==> src/hdl/pqw_pkg.sv <==
// package of register offsets, field layouts, reset values and counts for the
// port queue weight and rate accounting block
// assumes a 32-bit apb slave, byte addresses are four times the register index
package pqw_pkg;
   localparam int NPORT = 4;
   localparam int NQ = 4;
   // register indices as printed
   localparam logic [7:0] IDX_P1_Q0_WEIGHT = 8'hC5;
   localparam logic [7:0] IDX_P2_Q0_WEIGHT = 8'hD5;
   localparam logic [7:0] IDX_P3_Q0_WEIGHT = 8'hE5;
   localparam logic [7:0] IDX_P4_Q0_WEIGHT = 8'hF5;
   localparam logic [7:0] IDX_P1_Q1_WEIGHT = 8'hC4;
   localparam logic [7:0] IDX_RATE_ACC_A = 8'hD6;
   localparam logic [7:0] IDX_RATE_ACC_B = 8'hE6;
   localparam logic [7:0] IDX_RATE_ACC_C = 8'hF6;
   localparam logic [7:0] IDX_P1_SPLIT = 8'hC1;
   localparam logic [7:0] IDX_STATUS = 8'hC0;
   localparam logic [7:0] PORT_STRIDE = 8'h10;
   // field positions
   localparam int WEN_BIT = 7;
   localparam int FC_EN_BIT = 4;
   localparam int MODE_LSB = 2;
   localparam int GAP_BIT = 1;
   localparam int PRE_BIT = 0;
   // reset values
   localparam logic [7:0] Q0_WEIGHT_RST = 8'h81;
   localparam logic [7:0] Q1_WEIGHT_RST = 8'h82;
   localparam logic [4:0] RATE_ACC_RST = 5'h00;
   localparam logic [1:0] SPLIT_RST = 2'h0;
   // per-frame byte adders
   localparam logic [4:0] GAP_BYTES = 5'h0C;
   localparam logic [4:0] PRE_BYTES = 5'h08;
   // split encodings
   localparam logic [1:0] SPLIT_ONE = 2'h0;
   localparam logic [1:0] SPLIT_TWO = 2'h1;
   localparam logic [1:0] SPLIT_FOUR = 2'h2;
   // ingress limit modes
   typedef enum logic [1:0] {
      LIM_ALL = 2'b00,
      LIM_BC_MC_FLOOD = 2'b01,
      LIM_BC_MC = 2'b10,
      LIM_BC = 2'b11
   } pqw_lim_t;
   typedef enum logic [1:0] {
      SCH_IDLE = 2'b00,
      SCH_SEND = 2'b01
   } pqw_sch_t;
endpackage : pqw_pkg

==> src/hdl/pqw_sched_if.sv <==
// interface carrying one port's scheduler settings and queue status
// assumes the same clock as the register file
interface pqw_sched_if;
   logic [1:0] split;
   logic q0_wen;
   logic [6:0] q0_weight;
   logic q1_wen;
   logic [6:0] q1_weight;
   logic [3:0] pkt_avail;
   logic tx_done;
   logic [3:0] grant;
   modport cfg (output split, q0_wen, q0_weight, q1_wen, q1_weight, pkt_avail, tx_done,
                input grant);
   modport sched (input split, q0_wen, q0_weight, q1_wen, q1_weight, pkt_avail, tx_done,
                  output grant);
endinterface : pqw_sched_if

==> src/hdl/pqw_sched.sv <==
// per-port egress queue selector, weighted or strict priority
// assumes tx_done pulses once per packet sent from the granted queue
module pqw_sched
   import pqw_pkg::*;
(
   input wire logic clk, // core clock
   input wire logic resetn, // async reset, active low
   pqw_sched_if.sched s // settings and queue status
);
   typedef struct packed {
      pqw_sch_t st;
      logic [3:0] grant;
      logic [6:0] cnt0;
      logic [6:0] cnt1;
   } pqw_schs_t;
   pqw_schs_t r;
   pqw_schs_t nxt;
   logic [3:0] elig;
   logic [1:0] pick;
   logic found;
   logic [3:0] avail;

   // queues 2 and 3 are not weighted here, so they behave as strict priority
   always_comb begin
      // queue 1 carries high class in two-queue mode, low/high in four
      avail = s.pkt_avail;
      if (s.split == SPLIT_ONE) begin
         avail = {3'h0, |s.pkt_avail};
      end else if (s.split == SPLIT_TWO) begin
         avail = {2'h0, s.pkt_avail[1], s.pkt_avail[0] | 1'b0};
      end
      elig = avail;
      if (s.q0_wen && r.cnt0 >= s.q0_weight) begin
         elig[0] = 1'b0;
      end
      if (s.q1_wen && r.cnt1 >= s.q1_weight) begin
         elig[1] = 1'b0;
      end
      found = 1'b0;
      pick = 2'h0;
      // highest index wins; q0 strict drains before nothing lower exists
      for (int i = 0; i < NQ; i++) begin
         if (elig[i]) begin
            found = 1'b1;
            pick = 2'(i);
         end
      end
   end

   always_comb begin
      nxt = r;
      case (r.st)
         SCH_IDLE: begin
            if (found) begin
               nxt.grant = 4'h1 << pick;
               nxt.st = SCH_SEND;
            end else if (avail != 4'h0) begin
               // interval ends when every waiting queue used its share
               nxt.cnt0 = 7'h00;
               nxt.cnt1 = 7'h00;
            end
         end
         SCH_SEND: begin
            if (s.tx_done) begin
               if (r.grant[0]) begin
                  nxt.cnt0 = r.cnt0 + 7'h01;
               end
               if (r.grant[1]) begin
                  nxt.cnt1 = r.cnt1 + 7'h01;
               end
               nxt.grant = 4'h0;
               nxt.st = SCH_IDLE;
            end
         end
         default: begin
            nxt.st = SCH_IDLE;
            nxt.grant = 4'h0;
         end
      endcase
   end

   always_ff @(posedge clk or negedge resetn) begin
      if (!resetn) begin
         r <= '{st: SCH_IDLE, grant: 4'h0, cnt0: 7'h00, cnt1: 7'h00};
      end else begin
         r <= nxt;
      end
   end

   assign s.grant = r.grant;

   a_grant_onehot: assert property (@(posedge clk) disable iff (!resetn)
      $onehot0(r.grant)) else $error("grant not one-hot");
   a_q0_weight_cap: assert property (@(posedge clk) disable iff (!resetn)
      (s.q0_wen && r.cnt0 >= s.q0_weight && r.st == SCH_IDLE) |=> !r.grant[0])
      else $error("queue 0 exceeded its weight");
   a_q1_weight_cap: assert property (@(posedge clk) disable iff (!resetn)
      (s.q1_wen && r.cnt1 >= s.q1_weight && r.st == SCH_IDLE) |=> !r.grant[1])
      else $error("queue 1 exceeded its weight");
endmodule : pqw_sched

==> src/hdl/pqw_top.sv <==
// register file and rate accounting for four ports, plus one port scheduler
// assumes an apb master on clk; frame events come from the same clock domain
//
// Added by the designer: register access over APB.
module pqw_top
   import pqw_pkg::*;
(
   input wire logic clk, // core clock, 10 MHz
   input wire logic resetn, // async reset, active low
   input wire logic psel, // apb select
   input wire logic penable, // apb enable
   input wire logic pwrite, // apb direction
   input wire logic [11:0] paddr, // apb byte address
   input wire logic [31:0] pwdata, // apb write data
   output logic [31:0] prdata, // apb read data
   output logic pready, // apb ready
   output logic pslverr, // apb error
   input wire logic [1:0] rx_port, // port of received frame
   input wire logic rx_frame, // one-cycle pulse per received frame
   input wire logic [10:0] rx_len, // received frame length in bytes
   input wire logic rx_bcast, // frame is broadcast
   input wire logic rx_mcast, // frame is multicast
   input wire logic rx_flood, // frame is flooded unicast
   input wire logic [3:0] rx_over, // ingress rate exceeded per port
   input wire logic [1:0] tx_port, // port of transmitted frame
   input wire logic tx_frame, // one-cycle pulse per transmitted frame
   input wire logic [10:0] tx_len, // transmitted frame length in bytes
   input wire logic [3:0] q_avail, // port 1 queue packet available
   input wire logic q_tx_done, // port 1 packet sent pulse
   output logic [3:0] q_grant, // port 1 queue grant
   output logic [3:0] flow_ctrl, // flow control request per port
   output logic rx_count_vld, // ingress count valid pulse
   output logic rx_counted, // frame counted against ingress limit
   output logic [11:0] rx_count_bytes, // ingress bytes to charge
   output logic [1:0] rx_count_port, // port of ingress charge
   output logic tx_count_vld, // egress count valid pulse
   output logic [11:0] tx_count_bytes, // egress bytes to charge
   output logic [1:0] tx_count_port // port of egress charge
);
   typedef struct packed {
      logic [NPORT-1:0][7:0] q0w;
      logic [7:0] q1w;
      logic [NPORT-1:0][4:0] acc;
      logic [1:0] split;
      logic [31:0] rdata;
      logic err;
      logic [3:0] fc;
      logic rv;
      logic rc;
      logic [11:0] rb;
      logic [1:0] rp;
      logic tv;
      logic [11:0] tb;
      logic [1:0] tp;
   } pqw_state_t;
   pqw_state_t r;
   pqw_state_t nxt;

   pqw_sched_if sif();

   // ===========================================================
   // apb decode
   logic wr_acc;
   logic rd_acc;
   logic [7:0] idx;
   logic hit;
   logic [31:0] rd_val;
   logic [2:0] port_sel;
   logic [3:0] rx_kind_ok;
   logic [4:0] rx_add;
   logic [4:0] tx_add;

   assign idx = paddr[9:2];
   assign wr_acc = psel && penable && pwrite;
   assign rd_acc = psel && penable && !pwrite;

   always_comb begin
      hit = 1'b1;
      rd_val = 32'h0000_0000;
      port_sel = 3'h4;
      case (idx)
         IDX_P1_Q0_WEIGHT: port_sel = 3'h0;
         IDX_P2_Q0_WEIGHT: port_sel = 3'h1;
         IDX_P3_Q0_WEIGHT: port_sel = 3'h2;
         IDX_P4_Q0_WEIGHT: port_sel = 3'h3;
         default: port_sel = 3'h4;
      endcase
      if (port_sel != 3'h4) begin
         rd_val = {24'h00_0000, r.q0w[port_sel[1:0]]};
      end else begin
         case (idx)
            IDX_P1_Q1_WEIGHT: rd_val = {24'h00_0000, r.q1w};
            // upper accounting bits are not stored and read as zero
            IDX_RATE_ACC_A: rd_val = {27'h000_0000, r.acc[1]};
            IDX_RATE_ACC_B: rd_val = {27'h000_0000, r.acc[2]};
            IDX_RATE_ACC_C: rd_val = {27'h000_0000, r.acc[3]};
            (IDX_RATE_ACC_A - PORT_STRIDE): rd_val = {27'h000_0000, r.acc[0]};
            IDX_P1_SPLIT: rd_val = {30'h0000_0000, r.split};
            IDX_STATUS: rd_val = {24'h00_0000, r.fc, q_grant};
            default: hit = 1'b0;
         endcase
      end
      if (paddr[1:0] != 2'h0 || paddr[11:10] != 2'h0) begin
         hit = 1'b0;
      end
   end

   // ===========================================================
   // rate accounting per frame
   always_comb begin
      rx_kind_ok = 4'h0;
      rx_add = 5'h00;
      tx_add = 5'h00;
      case (pqw_lim_t'(r.acc[rx_port][MODE_LSB +: 2]))
         LIM_ALL: rx_kind_ok = 4'hF;
         LIM_BC_MC_FLOOD: rx_kind_ok = {3'h0, rx_bcast | rx_mcast | rx_flood};
         LIM_BC_MC: rx_kind_ok = {3'h0, rx_bcast | rx_mcast};
         LIM_BC: rx_kind_ok = {3'h0, rx_bcast};
         default: rx_kind_ok = 4'h0;
      endcase
      if (r.acc[rx_port][GAP_BIT]) begin
         rx_add = rx_add + GAP_BYTES;
      end
      if (r.acc[rx_port][PRE_BIT]) begin
         rx_add = rx_add + PRE_BYTES;
      end
      if (r.acc[tx_port][GAP_BIT]) begin
         tx_add = tx_add + GAP_BYTES;
      end
      if (r.acc[tx_port][PRE_BIT]) begin
         tx_add = tx_add + PRE_BYTES;
      end
   end

   // ===========================================================
   // next state
   always_comb begin
      nxt = r;
      nxt.err = 1'b0;
      // captured at the setup edge so the answer stands through the access cycle
      if (psel && !penable && !pwrite) begin
         nxt.rdata = hit ? rd_val : 32'h0000_0000;
      end
      if (psel && !penable) begin
         nxt.err = !hit;
      end
      if (wr_acc && hit) begin
         if (port_sel != 3'h4) begin
            nxt.q0w[port_sel[1:0]] = pwdata[7:0];
         end else begin
            case (idx)
               IDX_P1_Q1_WEIGHT: nxt.q1w = pwdata[7:0];
               IDX_RATE_ACC_A: nxt.acc[1] = pwdata[4:0];
               IDX_RATE_ACC_B: nxt.acc[2] = pwdata[4:0];
               IDX_RATE_ACC_C: nxt.acc[3] = pwdata[4:0];
               (IDX_RATE_ACC_A - PORT_STRIDE): nxt.acc[0] = pwdata[4:0];
               IDX_P1_SPLIT: begin
                  // reserved encoding is refused, old split stays
                  if (pwdata[1:0] != 2'h3) begin
                     nxt.split = pwdata[1:0];
                  end
               end
               default: nxt.split = r.split;
            endcase
         end
      end
      for (int p = 0; p < NPORT; p++) begin
         nxt.fc[p] = rx_over[p] && r.acc[p][FC_EN_BIT];
      end
      nxt.rv = rx_frame;
      nxt.rc = rx_frame && rx_kind_ok[0];
      nxt.rb = 12'(rx_len) + 12'(rx_add);
      nxt.rp = rx_port;
      nxt.tv = tx_frame;
      nxt.tb = 12'(tx_len) + 12'(tx_add);
      nxt.tp = tx_port;
   end

   always_ff @(posedge clk or negedge resetn) begin
      if (!resetn) begin
         r <= '0;
         for (int p = 0; p < NPORT; p++) begin
            r.q0w[p] <= Q0_WEIGHT_RST;
            r.acc[p] <= RATE_ACC_RST;
         end
         r.q1w <= Q1_WEIGHT_RST;
         r.split <= SPLIT_RST;
      end else begin
         r <= nxt;
      end
   end

   // ===========================================================
   // outputs and scheduler
   assign sif.split = r.split;
   assign sif.q0_wen = r.q0w[0][WEN_BIT];
   assign sif.q0_weight = r.q0w[0][6:0];
   assign sif.q1_wen = r.q1w[WEN_BIT];
   assign sif.q1_weight = r.q1w[6:0];
   assign sif.pkt_avail = q_avail;
   assign sif.tx_done = q_tx_done;
   assign q_grant = sif.grant;

   pqw_sched u_sched (
      .clk(clk),
      .resetn(resetn),
      .s(sif.sched)
   );

   // zero-wait slave: answers in the first access cycle
   assign pready = 1'b1;
   assign prdata = r.rdata;
   assign pslverr = r.err;
   assign flow_ctrl = r.fc;
   assign rx_count_vld = r.rv;
   assign rx_counted = r.rc;
   assign rx_count_bytes = r.rb;
   assign rx_count_port = r.rp;
   assign tx_count_vld = r.tv;
   assign tx_count_bytes = r.tb;
   assign tx_count_port = r.tp;

   a_fc_gated: assert property (@(posedge clk) disable iff (!resetn)
      (rx_over[0] && !r.acc[0][FC_EN_BIT]) |=> !flow_ctrl[0])
      else $error("flow control raised while disabled");
   a_fc_raised: assert property (@(posedge clk) disable iff (!resetn)
      (rx_over[1] && r.acc[1][FC_EN_BIT]) |=> flow_ctrl[1])
      else $error("flow control not raised");
   a_bc_only: assert property (@(posedge clk) disable iff (!resetn)
      (rx_frame && !rx_bcast && r.acc[rx_port][3:2] == 2'b11) |=> !rx_counted)
      else $error("non-broadcast counted in broadcast mode");
   a_all_frames: assert property (@(posedge clk) disable iff (!resetn)
      (rx_frame && r.acc[rx_port][3:2] == 2'b00) |=> rx_counted)
      else $error("frame not counted in all-frames mode");
   a_gap_pre_add: assert property (@(posedge clk) disable iff (!resetn)
      (tx_frame && r.acc[tx_port][1:0] == 2'b11) |=>
      tx_count_bytes == 12'($past(tx_len)) + 12'h014)
      else $error("egress byte charge wrong with gap and preamble");
   a_pre_only: assert property (@(posedge clk) disable iff (!resetn)
      (rx_frame && r.acc[rx_port][1:0] == 2'b01) |=>
      rx_count_bytes == 12'($past(rx_len)) + 12'h008)
      else $error("ingress byte charge wrong with preamble");
   a_upper_zero: assert property (@(posedge clk) disable iff (!resetn)
      (rd_acc && idx == IDX_RATE_ACC_B) |=> prdata[7:5] == 3'h0)
      else $error("reserved accounting bits not zero");
   a_split_kept: assert property (@(posedge clk) disable iff (!resetn)
      r.split != 2'h3) else $error("reserved split stored");
   a_q0_reset: assert property (@(posedge clk)
      $rose(resetn) |-> r.q0w[0] == Q0_WEIGHT_RST)
      else $error("queue 0 weight reset wrong");
endmodule : pqw_top

==> config.mk <==
export PLATFORM = sky130hd
export DESIGN_NAME = pqw_top
export DESIGN_NICKNAME = d
export VERILOG_FILES = /design/src/hdl/pqw_pkg.sv /design/src/hdl/pqw_sched_if.sv /design/src/hdl/pqw_sched.sv /design/src/hdl/pqw_top.sv
export SDC_FILE = /design/constraint.sdc
export NUM_CORES = 1
export LEC_CHECK = 0
export ABC_AREA = 1
export BUFFER_PORTS_ARGS = -buffer_cell sky130_fd_sc_hd__buf_2
export CELL_PAD_IN_SITES_DETAIL_PLACEMENT = 1
export CELL_PAD_IN_SITES_GLOBAL_PLACEMENT = 1
export CORE_ASPECT_RATIO = 1.5
export CORE_UTILIZATION = 30
export CTS_BUF_LIST = sky130_fd_sc_hd__clkbuf_8
export CTS_CLUSTER_DIAMETER = 120
export DETAILED_ROUTE_END_ITERATION = 12
export GPL_ROUTABILITY_DRIVEN = 1
export PLACE_DENSITY = 0.63
export SYNTH_ARGS = -nofsm -noshare
export SYNTH_HDL_FRONTEND = slang
export SYNTH_SLANG_ARGS = --single-unit
==> constraint.sdc <==
create_clock -name clk -period 2.35 [get_ports clk]
set_input_delay 0.47 -clock clk [delete_from_list [all_inputs] [get_ports clk]]
set_output_delay 0.47 -clock clk [all_outputs]
set_load 0.02 [all_outputs]
==> results of run 1 <==
-- critical path, stage by stage (launching register included) --
cell,delay (ps)
dfrtp_1,380
inv_1,100
o21ai_0,90
a21oi_1,150
a21oi_2,60
ha_1,340
fa_2,400
a21oi_2,160
nor2_2,60
nand2_1,60
nor2_1,60
xor2_1,140
-- what timing repair did --
item / CTS / global route
endpoints found under the hold margin: 40 / 0
hold buffers: 1 / 0
setup endpoints to repair: 0 / 4
resized for setup: 0 / 7
buffers inserted: 0 / 1
-- routing by layer --
metal	wire length, um	up-vias	share of wire	global-route usage
met5	0	-	0	0
met4	558	0	0.026	0.0756
met2	11800	132	0.54	0.346
li1	-	3070	-	-
met3	764	28	0.035	0.0331
met1	8490	2943	0.39	0.202
-- power by group --
group          switching [mW]  internal (mW)  total (mW)
combinational           0.593          0.278       0.871
sequential             0.0830           2.27        2.35
clock                   0.897           1.34        2.23
total                    1.57           3.88        5.46
-- flip-flops by register name (all words and copies together) (netlist names) --
name,flops
tx_count_port,2
u_sched.s.grant,4
tx_count_vld,1
flow_ctrl,4
prdata,8
u_sched.r,15
rx_count_vld,1
pslverr,1
rx_count_bytes,12
tx_count_bytes,12
sif.split,2
rx_count_port,2
rx_counted,1
r,60
-- through the flow --
step | TNS [ps] | hold WS (ps) | instance area, um2
finish | 0 | 118 | 8580
global route | 0 | 83.7 | 8580
CTS | 0 | 81.9 | 8550
detailed placement | -354 | 457 | 8080
global placement | -296 | 445 | 8080
floorplan | 0 | 174 | 7400
-- cell families after synthesis --
kind of cell,Yosys count
buffers and inverters,215
other,2
and+or+nand+nor,398
xor gates and xnor gates,16
adders and majority gates,26
AOI/OAI and AO/OA,144
DFF,125
-- final timing paths --
kind / from / end / slack [ps]
worst min-delay path: tx_len[0] / tx_count_bytes[0] / 120
worst max register to register: r[76] / tx_count_bytes[8] / 240
min in group asynchronous: resetn / tx_count_bytes[8] / 550
worst max-delay path: r[76] / tx_count_bytes[8] / 240
max in group asynchronous: resetn / rx_count_bytes[6] / 1100
worst min register to register: r[89] / flow_ctrl[3] / 470
-- cells in the mapped netlist, types with 10 or more instances --
cell type  number
o21ai_0        43
a21oi_1        33
buf_4          74
xor2_1         14
inv_1         114
o21bai_1       52
dfstp_2        10
nor2_1         52
clkbuf_1       16
nand2_1       230
nand3_1        92
dfrtp_1       115
ha_1           24
-- area by class of cell --
| type | count | share of cell area |
|---|---|---|
| multi-input cells | 609 | 0.371 |
| flip-flops and latches | 125 | 0.366 |
| repair buffers | 157 | 0.110 |
| inverters | 119 | 0.0521 |
| well taps | 319 | 0.0465 |
| clock buffers | 20 | 0.0321 |
| clock inverters | 12 | 0.0222 |
| diodes | 1 | 0.000292 |
==> impl_metrics.tcl, run 1 <==
set metrics [dict create \
    cts_tree "built" \
    hp-class "primary input to register" \
    fin_util 0.360 \
    dieArea_um2 25000 \
    power_mw 5.46 \
    min_period_ps 2110 \
    relSlewSlack 0.643 \
    synth_compound_area_frac 0.120 \
    via_per_inst 4.53 \
    cp_max_fo 3 \
    synth-adder-area-share 0.0466 \
    muxShareOfSynthArea 0 \
    nFillCells 2986 \
    mostFrequentLayoutCells "nand2_1 (230), dfrtp_1 (115), inv_1 (113)" \
    ys_ff_latch 125 \
    final_common_cell "nand2_1" \
    post-place-ws_ps -95.8 \
    synth_warnings 0 \
    die_x_um 129 \
    max_freq_ghz 0.473 \
    cts.sinks 125 \
    final_cells 1362 \
    netlist_top_cells_area "dfrtp_1 (39%), nand2_1 (12%), buf_4 (7.6%)" \
    clkTransAtPathRegs_ps 70 \
    slew_viol_final 0 \
    synthSimpleGateAreaFrac 0.234 \
    vias 6173 \
    syn_inst 926 \
    io_pins 162 \
    antenna_found_initial 1 \
    clock_path_buffers 2 \
    ant_nets 0 \
    powerDensity_nw_per_um2 636 \
    multi_input_area_um2 3180 \
    setup_viol 0 \
    synth_edf_count 0 \
    status "finished clean" \
    synth_top_family_by_area "simple AND/OR/NAND/NOR gates" \
    grt_pass1_vias 6464 \
    cp_data_required_time_ps 2680 \
    place_hpwl_um 16400 \
    drt-pass1-iter-count 4 \
    synth_xor_area_frac 0.0192 \
    grt_usage 0.184 \
    final_layout_size_suffix_gt1_frac 0.207 \
    drc 0 \
    nets 1144 \
    grt_max_degree 52 \
    die_h_um 193 \
    yosys_most_used_dff "dfrtp_1" \
    worstMarginPinSlew_ps 535 \
    syn_area_um2 7310 \
    clkLatencyLatePin_ps 460 \
    synth_top_area_frac 0.394 \
    async_reset_ff_frac 1.00 \
    synth.avg_cell_area_um2 7.89 \
    yosysTopAreaCell "dfrtp_1" \
    synth_seq_area_share 0.430 \
    rows 69 \
    place.gp.congestion 0.800 \
    placedCellCount 1327 \
    startpoint_type "register" \
    start_util 0.307 \
    end_kind "register" \
    fin_skew_ps 7.98 \
    rsz0062_at_grt "no" \
    critical_path_class "register to register" \
    r2r_cells 11 \
    power_leakage_nw 4.50 \
    synth.distinct_cells 36 \
    wl_um 21600 \
    seq_area_um2 3140 \
    finalHoldViolCount 0 \
    port_buffers 112 \
    hold_depth 1 \
    routedWlPerCell_um 15.8 \
    cap_violations 0 \
    first_iter_violations 205 \
    cts_root_buffer "clkbuf_8" \
    layout_setup_ws_ps 235 \
    grt_pass1_wl_um 34400 \
    critPathArrivalTime_ps 2450 \
    vdd_drop_max_mv 0.319 \
    grt-ovfl-total 0 \
    core_area_um2 23800 \
    synthToLayoutAreaGrowth_pct 17.4 \
    min_period_over_period 0.900 \
    htree_levels 4 \
    cts_buffers 17 \
]
Power figures use the tool's default switching activity.
==> run 2, diff against run 1 <==
--- a/config.mk
+++ b/config.mk
@@ -10,6 +10,7 @@
 export CELL_PAD_IN_SITES_DETAIL_PLACEMENT = 1
 export CELL_PAD_IN_SITES_GLOBAL_PLACEMENT = 1
 export CORE_ASPECT_RATIO = 1.5
+export CORE_MARGIN = 3
 export CORE_UTILIZATION = 30
 export CTS_BUF_LIST = sky130_fd_sc_hd__clkbuf_8
 export CTS_CLUSTER_DIAMETER = 120
==> run 2 against run 1 <==
Effect of this change:
- clock-buffer cell count is 1 higher
- clock power is 25% lower
- worst hold slack improved by 5.7 ps
- fmax fell by 2.3%
- critical path type unchanged
- critical endpoint is now rx_count_bytes[10]
==> impl_metrics.tcl, run 2 (same netlist as run 1, synthesis figures left out) <==
set metrics [dict create \
    via_per_inst 4.58 \
    start_util 0.307 \
    gr-usage-met1 0.183 \
    die_h_um 197 \
    port_buffers 112 \
    end_kind "register" \
    min_period_over_period 0.921 \
    grt_max_degree 44 \
    largest_reg_flops 60 \
    hp-class "primary input to register" \
    fin_skew_ps 11.7 \
    final_layout_size_suffix_gt1_frac 0.206 \
    crit_path_top_delay_cell "fa_1" \
    regMostFlops "r" \
    seq_area_um2 3140 \
    slew_viol_final 0 \
    nets 1148 \
    die_x_um 133 \
    powerDensity_nw_per_um2 577 \
    dieArea_um2 26300 \
    status "finished clean" \
    r2r_slack_ps 180 \
    rsz0062_at_grt "yes" \
    use_met3 0.0306 \
    path_cells "inv_1 > o21ai_0 > a21oi_1 > a21oi_2 > ha_1 > fa_1 > a21oi_1 > nor2_1 > nand2_1 > nor2_2 > nand2_1 > xnor2_1" \
    clkTransAtPathRegs_ps 70 \
    post-place-ws_ps -124 \
    drt-pass1-iter-count 5 \
    power_leakage_nw 4.49 \
    routedWlPerCell_um 16.0 \
    startpoint_type "register" \
    place_hpwl_um 16900 \
    final_common_cell "nand2_1" \
    nFillCells 3003 \
    power_mw 4.90 \
    multi_input_area_um2 3190 \
    cts.sinks 125 \
    gr-usage-met2 0.336 \
    first_iter_violations 190 \
    htree_levels 4 \
    cts_tree "built" \
    grt_usage 0.171 \
    wl_um 21900 \
    vias 6252 \
    max_stage_delay_ps 440 \
    cts_buffers 17 \
    core_area_um2 23800 \
    cp_data_required_time_ps 2730 \
    cts_root_buffer "clkbuf_8" \
    antenna_found_initial 0 \
    grt.busiest_layer "met2" \
    clkLatencyLatePin_ps 460 \
    ant_nets 0 \
    antenna_cells 0 \
    finalHoldViolCount 0 \
    cp_num_buf_inv 1 \
    critical_path_class "register to register" \
    grt_pass1_wl_um 35300 \
    grt_pass1_vias 6729 \
    layout_setup_ws_ps 185 \
    reg_top3 "r: 60 flops, u_sched.r: 15 flops" \
    rows 69 \
    io_pins 162 \
    grt-ovfl-total 0 \
    mostFrequentLayoutCells "nand2_1 (230), inv_1 (119), dfrtp_1 (115)" \
    crit_family "adder cells" \
    cp_max_fo 3 \
    max_freq_ghz 0.462 \
    placedCellCount 1332 \
    synthToLayoutAreaGrowth_pct 16.3 \
    clock_path_buffers 2 \
    hold_slack_ps 124 \
    place.gp.congestion 0.805 \
    setup_viol 0 \
    drc 0 \
    critPathArrivalTime_ps 2540 \
    final_cells 1365 \
    cap_violations 0 \
    min_period_ps 2170 \
    vdd_drop_max_mv 0.305 \
]
==> run 2: cell count changes in the layout (fill, tap and decap cells not counted) <==
cell | before | now
buf_4 | 41 | 44
clkinv_2 | 5 | 4
inv_1 | 113 | 119
diode_2 | 1 | 0
fa_2 | 2 | 1
a21oi_2 | 2 | 3
bufinv_16 | 5 | 0
a21oi_1 | 31 | 30
fa_1 | 0 | 1
inv_2 | 4 | 3
buf_12 | 3 | 4
nand3_2 | 0 | 1
clkbuf_8 | 20 | 21
nand3_1 | 92 | 91
==> run 2: where the power goes <==
group          internal, mW  leakage [nW]  switching (mW)
logic                 0.284          2.92           0.594
clock network         0.813         0.194           0.859
registers              2.27          1.37          0.0847
==> run 2: per-stage QoR <==
| step | cell area (um2) | utilization | setup TNS (ps) |
|---|---|---|---|
| finish | 8500 | 0.357 | 0 |
| global route | 8500 | 0.357 | -9.39 |
| CTS | 8480 | 0.356 | 0 |
| detailed placement | 8130 | 0.341 | -532 |
| floorplan | 7400 | - | 0 |
| global placement | 8130 | 0.341 | -304 |
==> run 2: final timing paths <==
kind                                 endpoint  depth (start not counted)  startpoint
hold / removal              rx_count_bytes[1]                          1   rx_len[1]
setup / recovery           rx_count_bytes[10]                         12       r[76]
setup reg to reg           rx_count_bytes[10]                         12       r[76]
min in group asynchronous               r[82]                          2      resetn
hold reg to reg                  flow_ctrl[3]                          2       r[89]
max in group asynchronous       u_sched.r[11]                          3      resetn
==> run 2: what timing repair did <==
item / in CTS / in global routing
hold endpoints to repair: 36 / 0
hold buffers: 1 / 0
buffers inserted: 0 / 0
setup endpoints to repair: 0 / 6
gates resized for setup: 0 / 7
==> run 2: area by class of cell <==
type                    instances  area share
multi-input cells             609       0.375
flip-flops and latches        125       0.369
inverters                     119      0.0525
well taps                     319      0.0469
clock inverters                11     0.00633
repair buffers                161       0.116
clock buffers                  21      0.0340
==> run 2: layer usage <==
metal  up-vias  part of all wire
met4         0             0.017
met2       131              0.56
met3        30             0.040
li1       3083                 -
met5         -                 0
met1      3008              0.39
==> run 3, diff against run 2 <==
--- a/config.mk
+++ b/config.mk
@@ -15,8 +15,8 @@
 export CTS_BUF_LIST = sky130_fd_sc_hd__clkbuf_8
 export CTS_CLUSTER_DIAMETER = 120
 export DETAILED_ROUTE_END_ITERATION = 12
-export GPL_ROUTABILITY_DRIVEN = 1
 export PLACE_DENSITY = 0.63
+export SKIP_CTS_REPAIR_TIMING = 1
 export SYNTH_ARGS = -nofsm -noshare
 export SYNTH_HDL_FRONTEND = slang
 export SYNTH_SLANG_ARGS = --single-unit
==> constraint.sdc (replaced) <==
create_clock -name clk -period 2.5 [get_ports clk]
set_input_delay 0.5 -clock clk [delete_from_list [all_inputs] [get_ports clk]]
set_output_delay 0.5 -clock clk [all_outputs]
set_load 0.02 [all_outputs]
==> run 3 against run 2 <==
Effect of this change:
- total power decreased by 3.1%
- setup slack improved by 43 ps
- first-iteration DRC count decreased by 12%
- largest power group unchanged
- highest routed layer unchanged
==> impl_metrics.tcl, run 3 (same netlist as run 1, synthesis figures left out) <==
set metrics [dict create \
    status "finished clean" \
    grt_pass1_wl_um 34900 \
    antenna_cells 0 \
    fin_skew_ps 12.8 \
    cap_violations 0 \
    regMostFlops "r" \
    power_leakage_nw 4.42 \
    nets 1130 \
    clkPwrFrac 0.368 \
    grt_pass1_vias 6579 \
    end_kind "register" \
    clkTransAtPathRegs_ps 70 \
    grt.busiest_layer "met2" \
    layout_setup_ws_ps 228 \
    cp_max_fo 3 \
    setup_viol 0 \
    gr-usage-met2 0.320 \
    max_stage_delay_ps 430 \
    critPathArrivalTime_ps 2630 \
    wl_um 21700 \
    hp-class "primary input to register" \
    reg_top3 "r: 60 flops, u_sched.r: 15 flops" \
    use_met3 0.0324 \
    mostFrequentLayoutCells "nand2_1 (229), inv_1 (117), dfrtp_1 (115)" \
    vdd_drop_max_mv 0.305 \
    post-place-ws_ps -62.0 \
    cts.sinks 125 \
    max_freq_ghz 0.440 \
    cp_data_required_time_ps 2860 \
    start_util 0.307 \
    final_layout_size_suffix_gt1_frac 0.190 \
    clock_path_buffers 2 \
    cp_num_buf_inv 1 \
    io_pins 162 \
    die_x_um 133 \
    dieArea_um2 26300 \
    rsz0062_at_grt "no" \
    switchingPower_mw 1.45 \
    grt_usage 0.171 \
    worstMarginPinSlew_ps 594 \
    place_hpwl_um 16600 \
    startpoint_type "register" \
    ant_nets 0 \
    via_per_inst 4.61 \
    min_period_ps 2270 \
    clkLatencyLatePin_ps 450 \
    port_buffers 112 \
    relSlewSlack 0.601 \
    critical_path_class "register to register" \
    drt-pass1-iter-count 5 \
    crit_path_top_delay_cell "fa_1" \
    slew_viol_final 0 \
    crit_family "adder cells" \
    core_area_um2 23800 \
    swShare 0.305 \
    finalHoldViolCount 0 \
    cts_root_buffer "clkbuf_8" \
    grt_max_degree 51 \
    min_period_over_period 0.909 \
    power_mw 4.75 \
    die_h_um 197 \
    synthToLayoutAreaGrowth_pct 14.8 \
    rows 69 \
    cts_tree "built" \
    cts_buffers 17 \
    gr-usage-met1 0.189 \
    p_int_mw 3.30 \
    antenna_found_initial 0 \
    drc 0 \
    routedWlPerCell_um 16.1 \
    powerDensity_nw_per_um2 566 \
    combPwrFrac 0.167 \
    path_cells "inv_1 > o21ai_0 > a21oi_1 > a21oi_2 > ha_1 > fa_1 > a21oi_1 > nor2_1 > nand2_1 > nor2_1 > nand2_1 > xnor2_1" \
    vias 6216 \
    place.gp.congestion 0.779 \
    final_common_cell "nand2_1" \
    htree_levels 4 \
    first_iter_violations 168 \
    largest_reg_flops 60 \
    p_seq_frac 0.465 \
    grt-ovfl-total 0 \
]
==> run 3: worst reg2reg max path, cell delays in order, from the launching register on <==
cell,delay [ps]
dfrtp_1,390
inv_1,110
o21ai_0,100
a21oi_1,150
a21oi_2,60
ha_1,340
fa_1,430
a21oi_1,180
nor2_1,80
nand2_1,70
nor2_1,60
nand2_1,70
xnor2_1,130
==> run 3: area by class of cell <==
cell class              instances  area [um2]
clock inverters                 9        68.8
multi-input cells             609        3170
flip-flops and latches        125        3140
inverters                     119         447
clock buffers                  23         317
fillers                      2992       15400
well taps                     319         399
repair buffers                143         848
==> run 3: worst paths after layout <==
path / slack (ps) / start / cells after the start / end
worst max-delay path: 230 / r[76] / 12 / tx_count_bytes[10]
worst min-delay path: 150 / tx_frame / 1 / tx_count_vld
worst max register to register: 230 / r[76] / 12 / tx_count_bytes[10]
worst min register to register: 480 / prdata[2] / 2 / prdata[2]
max in group asynchronous: 1230 / resetn / 3 / r[121]
min in group asynchronous: 520 / resetn / 2 / tx_count_bytes[7]
==> run 3: through the flow <==
stage / hold slack, ps / setup TNS (ps) / cells / util / area, um2
after floorplan: 204 / 0 / 949 / - / 7390
after global placement: 459 / 0 / 1314 / 0.335 / 7990
after detailed placement: 455 / -163 / 1314 / 0.335 / 7990
after CTS: -48.0 / 0 / 1346 / 0.351 / 8370
after global routing: 109 / 0 / 1347 / 0.352 / 8390
final: 148 / 0 / 1347 / 0.352 / 8390
==> run 3: metal layers <==
layer  routed length, um  share of wire
met5                   0              0
met4                 654          0.030
met3                 857          0.039
met2               11600           0.54
met1                8580           0.39
==> run 3: power groups by stage <==
stage          Combinational [mW]  Clock (mW)  Sequential [mW]
2_1_floorplan               0.601           0             2.23
3_3_place_gp                0.783           0             2.25
3_5_place_dp                0.802           0             2.25
4_1_cts                     0.806        1.81             2.22
5_1_grt                     0.900        1.90             2.23
6_report                    0.793        1.75             2.21
